`config.mk`:
```
export PLATFORM = sky130hd
export DESIGN_NAME = reset_cause_status_logic
export DESIGN_NICKNAME = d
export VERILOG_FILES = /design/src/rtl/reset_cause_pkg.sv /design/src/rtl/reset_cause_status_logic.sv
export SDC_FILE = /design/constraint.sdc
export NUM_CORES = 1
export LEC_CHECK = 0
export ABC_CLOCK_PERIOD_IN_PS = 2500
export BUFFER_PORTS_ARGS = -buffer_cell sky130_fd_sc_hd__buf_2
export CAP_MARGIN = 20
export CORE_ASPECT_RATIO = 1.5
export CORE_MARGIN = 8
export CORE_UTILIZATION = 35
export DETAILED_ROUTE_END_ITERATION = 16
export PLACE_DENSITY = 0.68
export RECOVER_POWER = 100
export SETUP_SLACK_MARGIN = 0.5
export SLEW_MARGIN = 20
export SYNTH_ARGS = -nofsm -noshare
export SYNTH_HDL_FRONTEND = slang
export SYNTH_SLANG_ARGS = --single-unit
export TNS_END_PERCENT = 10
```
`constraint.sdc`:
```
create_clock -name pclk -period 2.5 [get_ports pclk]
set_input_delay 0.5 -clock pclk [delete_from_list [all_inputs] [get_ports pclk]]
set_output_delay 0.5 -clock pclk [all_outputs]
set_load 0.02 [all_outputs]
```
`src/rtl/reset_cause_pkg.sv`:
```
// Constants shared by the reset cause recorder
package reset_cause_pkg;

	// Register byte offsets
	localparam logic [7:0] CAUSE_OFF    = 8'h00;
	localparam logic [7:0] STACK_OFF    = 8'h04;
	localparam logic [7:0] CONFIG_OFF   = 8'h08;
	localparam logic [7:0] RESTART_OFF  = 8'h0C;
	localparam logic [7:0] EV_STAT_OFF  = 8'h10;
	localparam logic [7:0] EV_MASK_OFF  = 8'h14;
	localparam logic [7:0] SCRATCH_OFF  = 8'h18;

	// Cause register fields
	localparam int BROWNOUT_BIT  = 0;
	localparam int POWERON_BIT   = 1;
	localparam int POWERDOWN_BIT = 2;
	localparam int TIMEOUT_BIT   = 3;
	localparam int RESET_INS_BIT = 4;
	localparam int SOFT_BOR_BIT  = 6;
	localparam logic [7:0] CAUSE_WMASK = 8'h5F;

	// Stack register fields
	localparam int STACK_UNF_BIT = 6;
	localparam int STACK_FUL_BIT = 7;
	localparam logic [7:0] STACK_WMASK = 8'hC0;

	// Configuration register fields
	localparam int STACK_RST_EN_BIT = 0;
	localparam int BOR_MODE_LSB     = 1;
	localparam int GIE_LOW_BIT      = 3;
	localparam int GIE_HIGH_BIT     = 4;
	localparam logic [7:0] CONFIG_WMASK = 8'h1F;

	// Event status bits
	localparam int EV_BROWNOUT  = 0;
	localparam int EV_RESET_INS = 1;
	localparam int EV_PIN_CLEAR = 2;
	localparam int EV_WDT_RESET = 3;
	localparam int EV_WDT_WAKE  = 4;
	localparam int EV_STACK_FUL = 5;
	localparam int EV_STACK_UNF = 6;
	localparam int EV_INT_WAKE  = 7;

	// Reset values
	localparam logic [7:0]  CAUSE_POR_VALUE  = 8'h5C;
	localparam logic [7:0]  STACK_POR_VALUE  = 8'h00;
	localparam logic [7:0]  CONFIG_POR_VALUE = 8'h00;
	localparam logic [7:0]  EV_STATUS_POR_VALUE = 8'h00;
	localparam logic [7:0]  EV_MASK_POR_VALUE   = 8'h00;
	localparam logic [1:0]  PIN_SYNC_POR_VALUE  = 2'h3;
	localparam logic [31:0] SCRATCH_POR_VALUE = 32'h00000000;

	// Brown-out mode that lets software own the brown-out enable
	localparam logic [1:0] BOR_SOFT_MODE = 2'h1;

	// Power states on the core's mode input
	localparam logic [1:0] PM_FULL  = 2'h0;
	localparam logic [1:0] PM_RUN   = 2'h1;
	localparam logic [1:0] PM_IDLE  = 2'h2;
	localparam logic [1:0] PM_SLEEP = 2'h3;

	// Restart addresses and the PC step for wakes
	localparam logic [20:0] RESET_VECTOR    = 21'h000000;
	localparam logic [20:0] HIGH_INT_VECTOR = 21'h000008;
	localparam logic [20:0] LOW_INT_VECTOR  = 21'h000018;
	localparam logic [20:0] WAKE_PC_STEP    = 21'h000002;

	typedef enum logic [3:0] {
		ev_none,
		ev_brownout,
		ev_clear_run,
		ev_clear_idle,
		ev_clear_full,
		ev_wdt_reset,
		ev_wdt_wake,
		ev_reset_ins,
		ev_stack_ful,
		ev_stack_unf_reset,
		ev_stack_unf_error,
		ev_int_wake
	} event_kind_type;

endpackage : reset_cause_pkg

```
`src/rtl/reset_cause_status_logic.sv`:
```
// Reset cause flags, restart address selection and APB register file
// Notes on behaviour
// (RL1) Power-on: address zero, flags to fixed values
// (RL2) Reset instruction clears its flag only
// (RL3) Brown-out sets three flags, clears its own
// (RL4) Master clear in run: set timeout
// (RL5) Master clear idle/sleep: timeout set, powerdown cleared
// (RL6) Watchdog reset in full/run clears timeout
// (RL7) Master clear full power: flags unchanged
// (RL8) Enabled stack full resets, sets full flag
// (RL9) Enabled underflow resets, sets underflow flag
// (RL10) Disabled underflow sets flag, no reset
// (RL11) Watchdog wake: PC+2, clear timeout, powerdown
// (RL12) Interrupt wake: PC+2, clear powerdown
// (RL13) Enabled interrupt wake jumps to vector
// (RL14) Brown-out enable kept only in soft mode
// (RL15) Watchdog wake keeps register contents
// (RL16) Plain registers survive all non-power-on resets
// (RL17) Software reads, rewrites flags after restart
//
// Decided for this implementation: the address map and the APB register port.
`timescale 1ns/1ps

module reset_cause_status_logic #(
	parameter int PC_W = 21
) (
	// Clock and power-on reset
	input  wire logic            pclk,
	input  wire logic            presetn,
	// APB slave
	input  wire logic            psel,
	input  wire logic            penable,
	input  wire logic            pwrite,
	input  wire logic [7:0]      paddr,
	input  wire logic [31:0]     pwdata,
	output logic                 pready,
	output logic                 pslverr,
	output logic [31:0]          prdata,
	// Reset and wake sources
	input  wire logic            master_clear_input_n,
	input  wire logic            brownout_event,
	input  wire logic            reset_instruction_event,
	input  wire logic            watchdog_timer_event,
	input  wire logic            stack_full_event,
	input  wire logic            stack_underflow_event,
	input  wire logic            interrupt_wake_event,
	input  wire logic            interrupt_high_priority,
	input  wire logic [1:0]      power_mode,
	input  wire logic [PC_W-1:0] current_pc,
	// Core restart control
	output logic                 restart_pulse,
	output logic                 core_reset_pulse,
	output logic [PC_W-1:0]      restart_addr,
	output logic                 soft_brownout_enable,
	// Interrupt
	output logic                 irq
);

	typedef struct packed {
		logic [7:0]      cause;
		logic [7:0]      stack;
		logic [7:0]      config_bits;
		logic [7:0]      ev_status;
		logic [7:0]      ev_mask;
		logic [31:0]     scratch;
		logic [PC_W-1:0] restart_addr;
		logic            restart_pulse;
		logic            core_reset;
		logic            irq;
		logic [31:0]     prdata;
		logic [1:0]      clear_sync;
		logic            clear_prev;
	} state_type;

	state_type                      state_reg;
	state_type                      state_next;
	reset_cause_pkg::event_kind_type kind;
	logic                           clear_event;
	logic                           wr_en;
	logic                           stack_rst_en;
	logic [1:0]                     bor_mode;

	// Brown-out enable survives a reset only in software mode
	function automatic logic kept_soft_enable(input logic [7:0] cause, input logic [1:0] mode);
		kept_soft_enable = (mode == reset_cause_pkg::BOR_SOFT_MODE)
			&& cause[reset_cause_pkg::SOFT_BOR_BIT]; // RL14
	endfunction : kept_soft_enable

	function automatic logic addr_mapped(input logic [7:0] a);
		case (a)
			reset_cause_pkg::CAUSE_OFF,
			reset_cause_pkg::STACK_OFF,
			reset_cause_pkg::CONFIG_OFF,
			reset_cause_pkg::RESTART_OFF,
			reset_cause_pkg::EV_STAT_OFF,
			reset_cause_pkg::EV_MASK_OFF,
			reset_cause_pkg::SCRATCH_OFF: addr_mapped = 1'b1;
			default: addr_mapped = 1'b0;
		endcase
	endfunction : addr_mapped

	// Zero wait states; read data is latched in the setup cycle
	assign pready  = 1'b1;
	assign pslverr = psel && penable && !addr_mapped(paddr);
	assign wr_en   = psel && penable && pwrite && addr_mapped(paddr);

	assign stack_rst_en = state_reg.config_bits[reset_cause_pkg::STACK_RST_EN_BIT];
	assign bor_mode     = state_reg.config_bits[reset_cause_pkg::BOR_MODE_LSB +: 2];
	assign clear_event  = state_reg.clear_prev && !state_reg.clear_sync[1];

	// One source per cycle; brown-out dominates since supply is suspect
	always_comb
	begin
		kind = reset_cause_pkg::ev_none;
		if (brownout_event)
			kind = reset_cause_pkg::ev_brownout;
		else if (clear_event)
		begin
			case (power_mode)
				reset_cause_pkg::PM_RUN:  kind = reset_cause_pkg::ev_clear_run;
				reset_cause_pkg::PM_FULL: kind = reset_cause_pkg::ev_clear_full;
				default:                  kind = reset_cause_pkg::ev_clear_idle;
			endcase
		end
		else if (watchdog_timer_event)
		begin
			if (power_mode == reset_cause_pkg::PM_IDLE
					|| power_mode == reset_cause_pkg::PM_SLEEP)
				kind = reset_cause_pkg::ev_wdt_wake;
			else
				kind = reset_cause_pkg::ev_wdt_reset;
		end
		else if (reset_instruction_event)
			kind = reset_cause_pkg::ev_reset_ins;
		else if (stack_full_event && stack_rst_en)
			kind = reset_cause_pkg::ev_stack_ful;
		else if (stack_underflow_event)
		begin
			if (stack_rst_en)
				kind = reset_cause_pkg::ev_stack_unf_reset;
			else
				kind = reset_cause_pkg::ev_stack_unf_error;
		end
		else if (interrupt_wake_event && power_mode != reset_cause_pkg::PM_FULL)
			kind = reset_cause_pkg::ev_int_wake;
	end

	always_comb
	begin
		state_next = state_reg;
		state_next.restart_pulse = 1'b0;
		state_next.core_reset    = 1'b0;

		// Pin passes two flops before the edge detector
		state_next.clear_sync = {state_reg.clear_sync[0], master_clear_input_n};
		state_next.clear_prev = state_reg.clear_sync[1];

		// Software write first, so a same-cycle hardware event overrides it
		if (wr_en)
		begin
			case (paddr)
				reset_cause_pkg::CAUSE_OFF:
					state_next.cause = pwdata[7:0] & reset_cause_pkg::CAUSE_WMASK; // RL17
				reset_cause_pkg::STACK_OFF:
					state_next.stack = pwdata[7:0] & reset_cause_pkg::STACK_WMASK; // RL17
				reset_cause_pkg::CONFIG_OFF:
					state_next.config_bits = pwdata[7:0] & reset_cause_pkg::CONFIG_WMASK;
				reset_cause_pkg::EV_STAT_OFF:
					state_next.ev_status = state_reg.ev_status & ~pwdata[7:0];
				reset_cause_pkg::EV_MASK_OFF:
					state_next.ev_mask = pwdata[7:0];
				reset_cause_pkg::SCRATCH_OFF:
					state_next.scratch = pwdata; // RL16
				default:
					state_next.scratch = state_reg.scratch;
			endcase
		end

		case (kind)
			reset_cause_pkg::ev_brownout:
			begin
				state_next.cause[reset_cause_pkg::RESET_INS_BIT] = 1'b1; // RL3
				state_next.cause[reset_cause_pkg::TIMEOUT_BIT]   = 1'b1; // RL3
				state_next.cause[reset_cause_pkg::POWERDOWN_BIT] = 1'b1; // RL3
				state_next.cause[reset_cause_pkg::BROWNOUT_BIT]  = 1'b0; // RL3
				state_next.ev_status[reset_cause_pkg::EV_BROWNOUT] = 1'b1;
			end
			reset_cause_pkg::ev_reset_ins:
			begin
				state_next.cause[reset_cause_pkg::RESET_INS_BIT] = 1'b0; // RL2
				state_next.ev_status[reset_cause_pkg::EV_RESET_INS] = 1'b1;
			end
			reset_cause_pkg::ev_clear_run:
			begin
				state_next.cause[reset_cause_pkg::TIMEOUT_BIT] = 1'b1; // RL4
				state_next.ev_status[reset_cause_pkg::EV_PIN_CLEAR] = 1'b1;
			end
			reset_cause_pkg::ev_clear_idle:
			begin
				state_next.cause[reset_cause_pkg::TIMEOUT_BIT]   = 1'b1; // RL5
				state_next.cause[reset_cause_pkg::POWERDOWN_BIT] = 1'b0; // RL5
				state_next.ev_status[reset_cause_pkg::EV_PIN_CLEAR] = 1'b1;
			end
			reset_cause_pkg::ev_clear_full:
				state_next.ev_status[reset_cause_pkg::EV_PIN_CLEAR] = 1'b1; // RL7
			reset_cause_pkg::ev_wdt_reset:
			begin
				state_next.cause[reset_cause_pkg::TIMEOUT_BIT] = 1'b0; // RL6
				state_next.ev_status[reset_cause_pkg::EV_WDT_RESET] = 1'b1;
			end
			reset_cause_pkg::ev_wdt_wake:
			begin
				state_next.cause[reset_cause_pkg::TIMEOUT_BIT]   = 1'b0; // RL11
				state_next.cause[reset_cause_pkg::POWERDOWN_BIT] = 1'b0; // RL11
				state_next.ev_status[reset_cause_pkg::EV_WDT_WAKE] = 1'b1;
			end
			reset_cause_pkg::ev_stack_ful:
			begin
				state_next.stack[reset_cause_pkg::STACK_FUL_BIT] = 1'b1; // RL8
				state_next.ev_status[reset_cause_pkg::EV_STACK_FUL] = 1'b1;
			end
			reset_cause_pkg::ev_stack_unf_reset,
			reset_cause_pkg::ev_stack_unf_error:
			begin
				state_next.stack[reset_cause_pkg::STACK_UNF_BIT] = 1'b1; // RL9 RL10
				state_next.ev_status[reset_cause_pkg::EV_STACK_UNF] = 1'b1;
			end
			reset_cause_pkg::ev_int_wake:
			begin
				state_next.cause[reset_cause_pkg::POWERDOWN_BIT] = 1'b0; // RL12
				state_next.ev_status[reset_cause_pkg::EV_INT_WAKE] = 1'b1;
			end
			default:
				state_next.restart_pulse = 1'b0;
		endcase

		// Restart address; wakes leave everything else intact
		case (kind)
			reset_cause_pkg::ev_none,
			reset_cause_pkg::ev_stack_unf_error:
				state_next.restart_addr = state_reg.restart_addr; // RL10
			reset_cause_pkg::ev_wdt_wake:
			begin
				state_next.restart_pulse = 1'b1;
				state_next.restart_addr  = current_pc
					+ reset_cause_pkg::WAKE_PC_STEP[PC_W-1:0]; // RL11 RL15
			end
			reset_cause_pkg::ev_int_wake:
			begin
				state_next.restart_pulse = 1'b1;
				if (interrupt_high_priority
						&& state_reg.config_bits[reset_cause_pkg::GIE_HIGH_BIT])
					state_next.restart_addr =
						reset_cause_pkg::HIGH_INT_VECTOR[PC_W-1:0]; // RL13
				else if (!interrupt_high_priority
						&& state_reg.config_bits[reset_cause_pkg::GIE_LOW_BIT])
					state_next.restart_addr =
						reset_cause_pkg::LOW_INT_VECTOR[PC_W-1:0]; // RL13
				else
					state_next.restart_addr = current_pc
						+ reset_cause_pkg::WAKE_PC_STEP[PC_W-1:0]; // RL12
			end
			default:
			begin
				// A real reset of the core
				state_next.restart_pulse = 1'b1;
				state_next.core_reset    = 1'b1;
				state_next.restart_addr  = reset_cause_pkg::RESET_VECTOR[PC_W-1:0];
				state_next.cause[reset_cause_pkg::SOFT_BOR_BIT] =
					kept_soft_enable(state_reg.cause, bor_mode); // RL14
			end
		endcase

		state_next.irq = |(state_next.ev_status & state_next.ev_mask);

		// Read data captured in the setup phase
		if (psel && !penable)
		begin
			case (paddr)
				reset_cause_pkg::CAUSE_OFF:   state_next.prdata = {24'h000000, state_reg.cause};
				reset_cause_pkg::STACK_OFF:   state_next.prdata = {24'h000000, state_reg.stack};
				reset_cause_pkg::CONFIG_OFF:
					state_next.prdata = {24'h000000, state_reg.config_bits};
				reset_cause_pkg::RESTART_OFF:
					state_next.prdata = {{(32-PC_W){1'b0}}, state_reg.restart_addr};
				reset_cause_pkg::EV_STAT_OFF:
					state_next.prdata = {24'h000000, state_reg.ev_status};
				reset_cause_pkg::EV_MASK_OFF:
					state_next.prdata = {24'h000000, state_reg.ev_mask};
				reset_cause_pkg::SCRATCH_OFF: state_next.prdata = state_reg.scratch;
				default:                      state_next.prdata = 32'h00000000;
			endcase
		end
	end

	// Asynchronous reset is the power-on event
	always_ff @(posedge pclk or negedge presetn)
	begin
		if (!presetn)
		begin
			state_reg.cause        <= reset_cause_pkg::CAUSE_POR_VALUE; // RL1 RL14
			state_reg.stack        <= reset_cause_pkg::STACK_POR_VALUE; // RL1
			state_reg.config_bits  <= reset_cause_pkg::CONFIG_POR_VALUE;
			state_reg.ev_status    <= reset_cause_pkg::EV_STATUS_POR_VALUE;
			state_reg.ev_mask      <= reset_cause_pkg::EV_MASK_POR_VALUE;
			state_reg.scratch      <= reset_cause_pkg::SCRATCH_POR_VALUE; // RL16
			state_reg.restart_addr <= reset_cause_pkg::RESET_VECTOR[PC_W-1:0]; // RL1
			state_reg.restart_pulse <= 1'b0;
			state_reg.core_reset   <= 1'b0;
			state_reg.irq          <= 1'b0;
			state_reg.prdata       <= 32'h00000000;
			state_reg.clear_sync   <= reset_cause_pkg::PIN_SYNC_POR_VALUE;
			state_reg.clear_prev   <= 1'b1;
		end
		else
			state_reg <= state_next;
	end

	assign prdata               = state_reg.prdata;
	assign restart_pulse        = state_reg.restart_pulse;
	assign core_reset_pulse     = state_reg.core_reset;
	assign restart_addr         = state_reg.restart_addr;
	assign soft_brownout_enable = state_reg.cause[reset_cause_pkg::SOFT_BOR_BIT];
	assign irq                  = state_reg.irq;

endmodule : reset_cause_status_logic

```
Word level (Yosys, flattened, before mapping). Cells that the tools add are included.

Register bits: 120. Output and inout bits: 59. Logic and storage cells: 136.

Add/subtract/negate cells: 1. Equal/unequal tests: 23. Muxes and demuxes: 39. Bitwise operators: 3. Reduce and logical (&&, ||, !) cells: 51.

Operator list (count): 32-bit one-hot mux with 7 select lines (1); 71-bit two-way mux (1); 21-bit one-hot mux with 3 select lines (1); 21-bit two-way mux (2); 32-bit two-way mux (1); 4-bit two-way mux (7); 8-bit by 5-bit equality test with 1-bit output (second input constant) (3); 8-bit two-way mux (3); 21-bit by 2-bit adder with 21-bit output (second input constant) (1); 2-bit AND reduction (10); 3-bit nonzero test (6); 8-bit bitwise AND (2); 4-bit by 3-bit equality test with 1-bit output (second input constant) (4); 4-bit equality test (second input constant) (4); 8-bit by 4-bit equality test with 1-bit output (second input constant) (2); 1-bit two-way mux (15); 2-bit nonzero test (7); 1-bit logical AND (11); 3-bit OR reduction (3); 4-bit by 2-bit equality test with 1-bit output (second input constant) (2); 8-bit by 3-bit equality test with 1-bit output (second input constant) (1); 8-bit logical NOT (1); 8-bit inverter (1); 8-bit OR reduction (1); 16 further kinds (27).

Depth between registers and ports, before layout.
Depth after elaboration: 14. Gate-level depth with buffers: 7. Mapped depth without buffers: 6.

Worst setup path before layout. Ideal clock, no wire load.

Path type: input port to flip-flop. From: input port paddr[5]. To: register irq (netlist name). Setup time: 138 ps. Arrival time: 2289 ps. Required time: 2362 ps. Path slack: 72 ps. Cell stages on the path: 7. Path through: nor3_4 > and3_1 > buf_6 > nand3_4 > mux2_4 > a2bb2o_4 > or4_4.

RTL lines: start: declaration (RTL line reset_cause_status_logic.sv:34) `input wire logic [7:0] paddr,`.

==> run metrics <==
WP data arrival=2540 ps; Num CTS Buffers=17; sequential share of power=40.7%; HPWL Detailed=12200 um; hold_buf cts=0; Final Max Tran Viols=0; DRT iter0 DRCs=310; die area=21500 um^2; Final Hold Fails=0; status=finished, final reports clean; Initial Util=35.5%; Placer Congestion=0.815; routed vias/inst=5.06; hold wc startpoint=master_clear_input_n; post-synthesis cell type count=58; Final Critical Period=2270 ps; hold_ws=187 ps; Worst Setup SP=paddr[1]; R2R cell count=6; clock root cell=clkbuf_16; Core ar.=16700 um^2; Die X=122 um; initial antenna violation count=3; Skew-Pair Late Insertion Delay=410 ps; Critical Path Max Stage Delay=520 ps; I/O Pins=135; Overflow after GRT=0; Final setup viols=0; Total GRT Usage=15.7%; fin nets=752; Area growth, synth to finish=21.6%; H-Tree Depth=4; crit path to=irq; largest net degree at the start of global routing=49; most common cell after layout, fill and taps aside=dfrtp_1; PortBufs=133; Main synth FF type=dfrtp_1; cell count after synthesis=569; slowest stage cell, crit path=or4_4; most frequent cells in the layout=113 x dfrtp_1, 92 x nand2_1, 72 x buf_2; Worst Hold Class=input port to register; Placement Rows=58; worst clock skew=7.79 ps; r2r setup slk=350 ps; WL met2=8400 um; max reg flops=58; first-pass GRT wire length=26100 um; Post-Syn Area per Cell=10.4 um^2; Reg clk slew, reported paths=60 ps; Critical Path RT=2770 ps; Synthesized Nets=646; YS warnings=0; Switching Fraction=23.5%; critical path cell sequence=clkbuf_1, nor4_1, and4_1, buf_12, nand2_1, a2bb2oi_1, a2bb2o_4, or4_4; Pint=3810 uW; worst r2r dst=restart_addr[4]; fraction of layout cells with a size suffix above 1=28.2%; WL/cell=18.2 um; Die Y-Extent=175 um; Post-DRT Antenna Nets=0; drt pass-1 iters=5; TritonCTS clock tree=built; Power Dens Cells=691 nW/um^2; Critical Path End Type=register; synthesized area=5930 um^2; FF+latch count, synth=120; max_slew headroom=33.3%; fraction of registers with async set/reset=100%; switching power of the nets=1170 uW; design area=7210 um^2; combinational fraction of design power=7.3%; leak pwr=0.00333 uW; Metal-1 WL=6610 um; Critical Path Start Type=input port; Top Layer Used=met4; Max-cap violations=0; CTS max path bufs=2; clk sinks=120; RSZ-0062 raised after global routing=yes; Post-Route WL=16400 um; vias in the first global route=4875; Vias=4559; final period utilization=90.7%; Critical Setup Path Class=input port to register; register area share after synthesis=50.8%; DRC errors left=0; power share of the clock group=52.0%; EDFF count, synth=0; worst-path fanout max=7; max frequency=441 MHz; worst r2r src=state_reg[0]; placed inst area=6630 um^2; met3 routed WL=869 um; worst-margin pin slew=1000 ps; Fillers=1703; worst vdd ir=307 uV
==> power groups by stage <==
stage	logic, uW	registers, uW	clock network, uW
floorplan	176	2050	0
global placement	354	2060	0
detailed placement	358	2060	0
CTS	375	2030	2650
global route	405	2030	2750
finish	365	2030	2590
==> through the flow <==
step / util [%] / instances / setup TNS, ps / power [uW] / setup WS, ps
after floorplan: - / 569 / 0 / 2220 / 77.5
after global placement: 39.7 / 859 / -60.7 / 2410 / -60.7
after detailed placement: 39.7 / 859 / -96.2 / 2420 / -96.2
after CTS: 43.9 / 893 / 0 / 5050 / 394
after global routing: 43.2 / 901 / 0 / 5180 / 186
final: 43.2 / 901 / 0 / 4980 / 232
==> cell families after synthesis <==
group	after synthesis	share of synthesized area, %
XOR/XNOR	19	2.81
adder cells (fa/ha/maj)	1	0.211
flip-flops	120	50.8
AND/OR/NAND/NOR	181	14.9
other	1	0.0632
multiplexers	53	9.98
buffers and inverters	92	9.39
AO/OA/AOI/OAI	102	11.9
==> synth_stat cells (6+ instances only) <==
cell type  number  share of area, %
dfstp_2         7               3.1
buf_1           6              0.38
xor2_1          9               1.3
nand2_1        92               5.8
inv_1          14              0.89
xnor2_1        10               1.5
nor2_1         21               1.3
a22oi_1        22               2.8
a222oi_1        6               1.0
nand3_1        24               2.0
mux2i_1         7               1.2
mux2_2         45               8.5
clkbuf_1       16               1.0
o21ai_0        42               3.5
buf_4          54               6.8
dfrtp_1       113                48
==> critical path: cells and delay by family <==
kind	cells	cell delay [ps]
buffers and inverters	2	260
AND/OR/NAND/NOR	4	1290
AO/OA/AOI/OAI	2	480
==> worst min-delay path by stage <==
stage,end,cells after the start
2_1_floorplan,bor_mode[0],0
3_3_place_gp,state_next[0],0
3_5_place_dp,state_next[0],0
4_1_cts,prdata[17],1
5_1_grt,state_next[2],1
6_report,state_next[2],1
==> per-layer routing <==
metal  vias up  GRT usage, %
li1       2167             -
met1      2223          18.0
met2       145          26.0
met3        24          4.50
met4         0          7.90
met5         -             0
==> area by class of cell <==
cell class	instances	area (um^2)	area share, %
multi-input cells	357	2400	33.3
well taps	210	263	3.64
inverters	14	52.6	0.729
clock inverters	14	198	2.74
diodes	3	7.51	0.104
clock buffers	18	429	5.95
repair buffers	165	847	11.7
flip-flops and latches	120	3010	41.8
==> timing repair <==
action / CTS / global route
endpoints found under the hold margin: 0 / 0
gates resized for setup: 13 / 5
pin swaps: 2 / 9
setup endpoints to repair: 24 / 19
buffers inserted: 2 / 5
(Power assumes the default switching activity.)
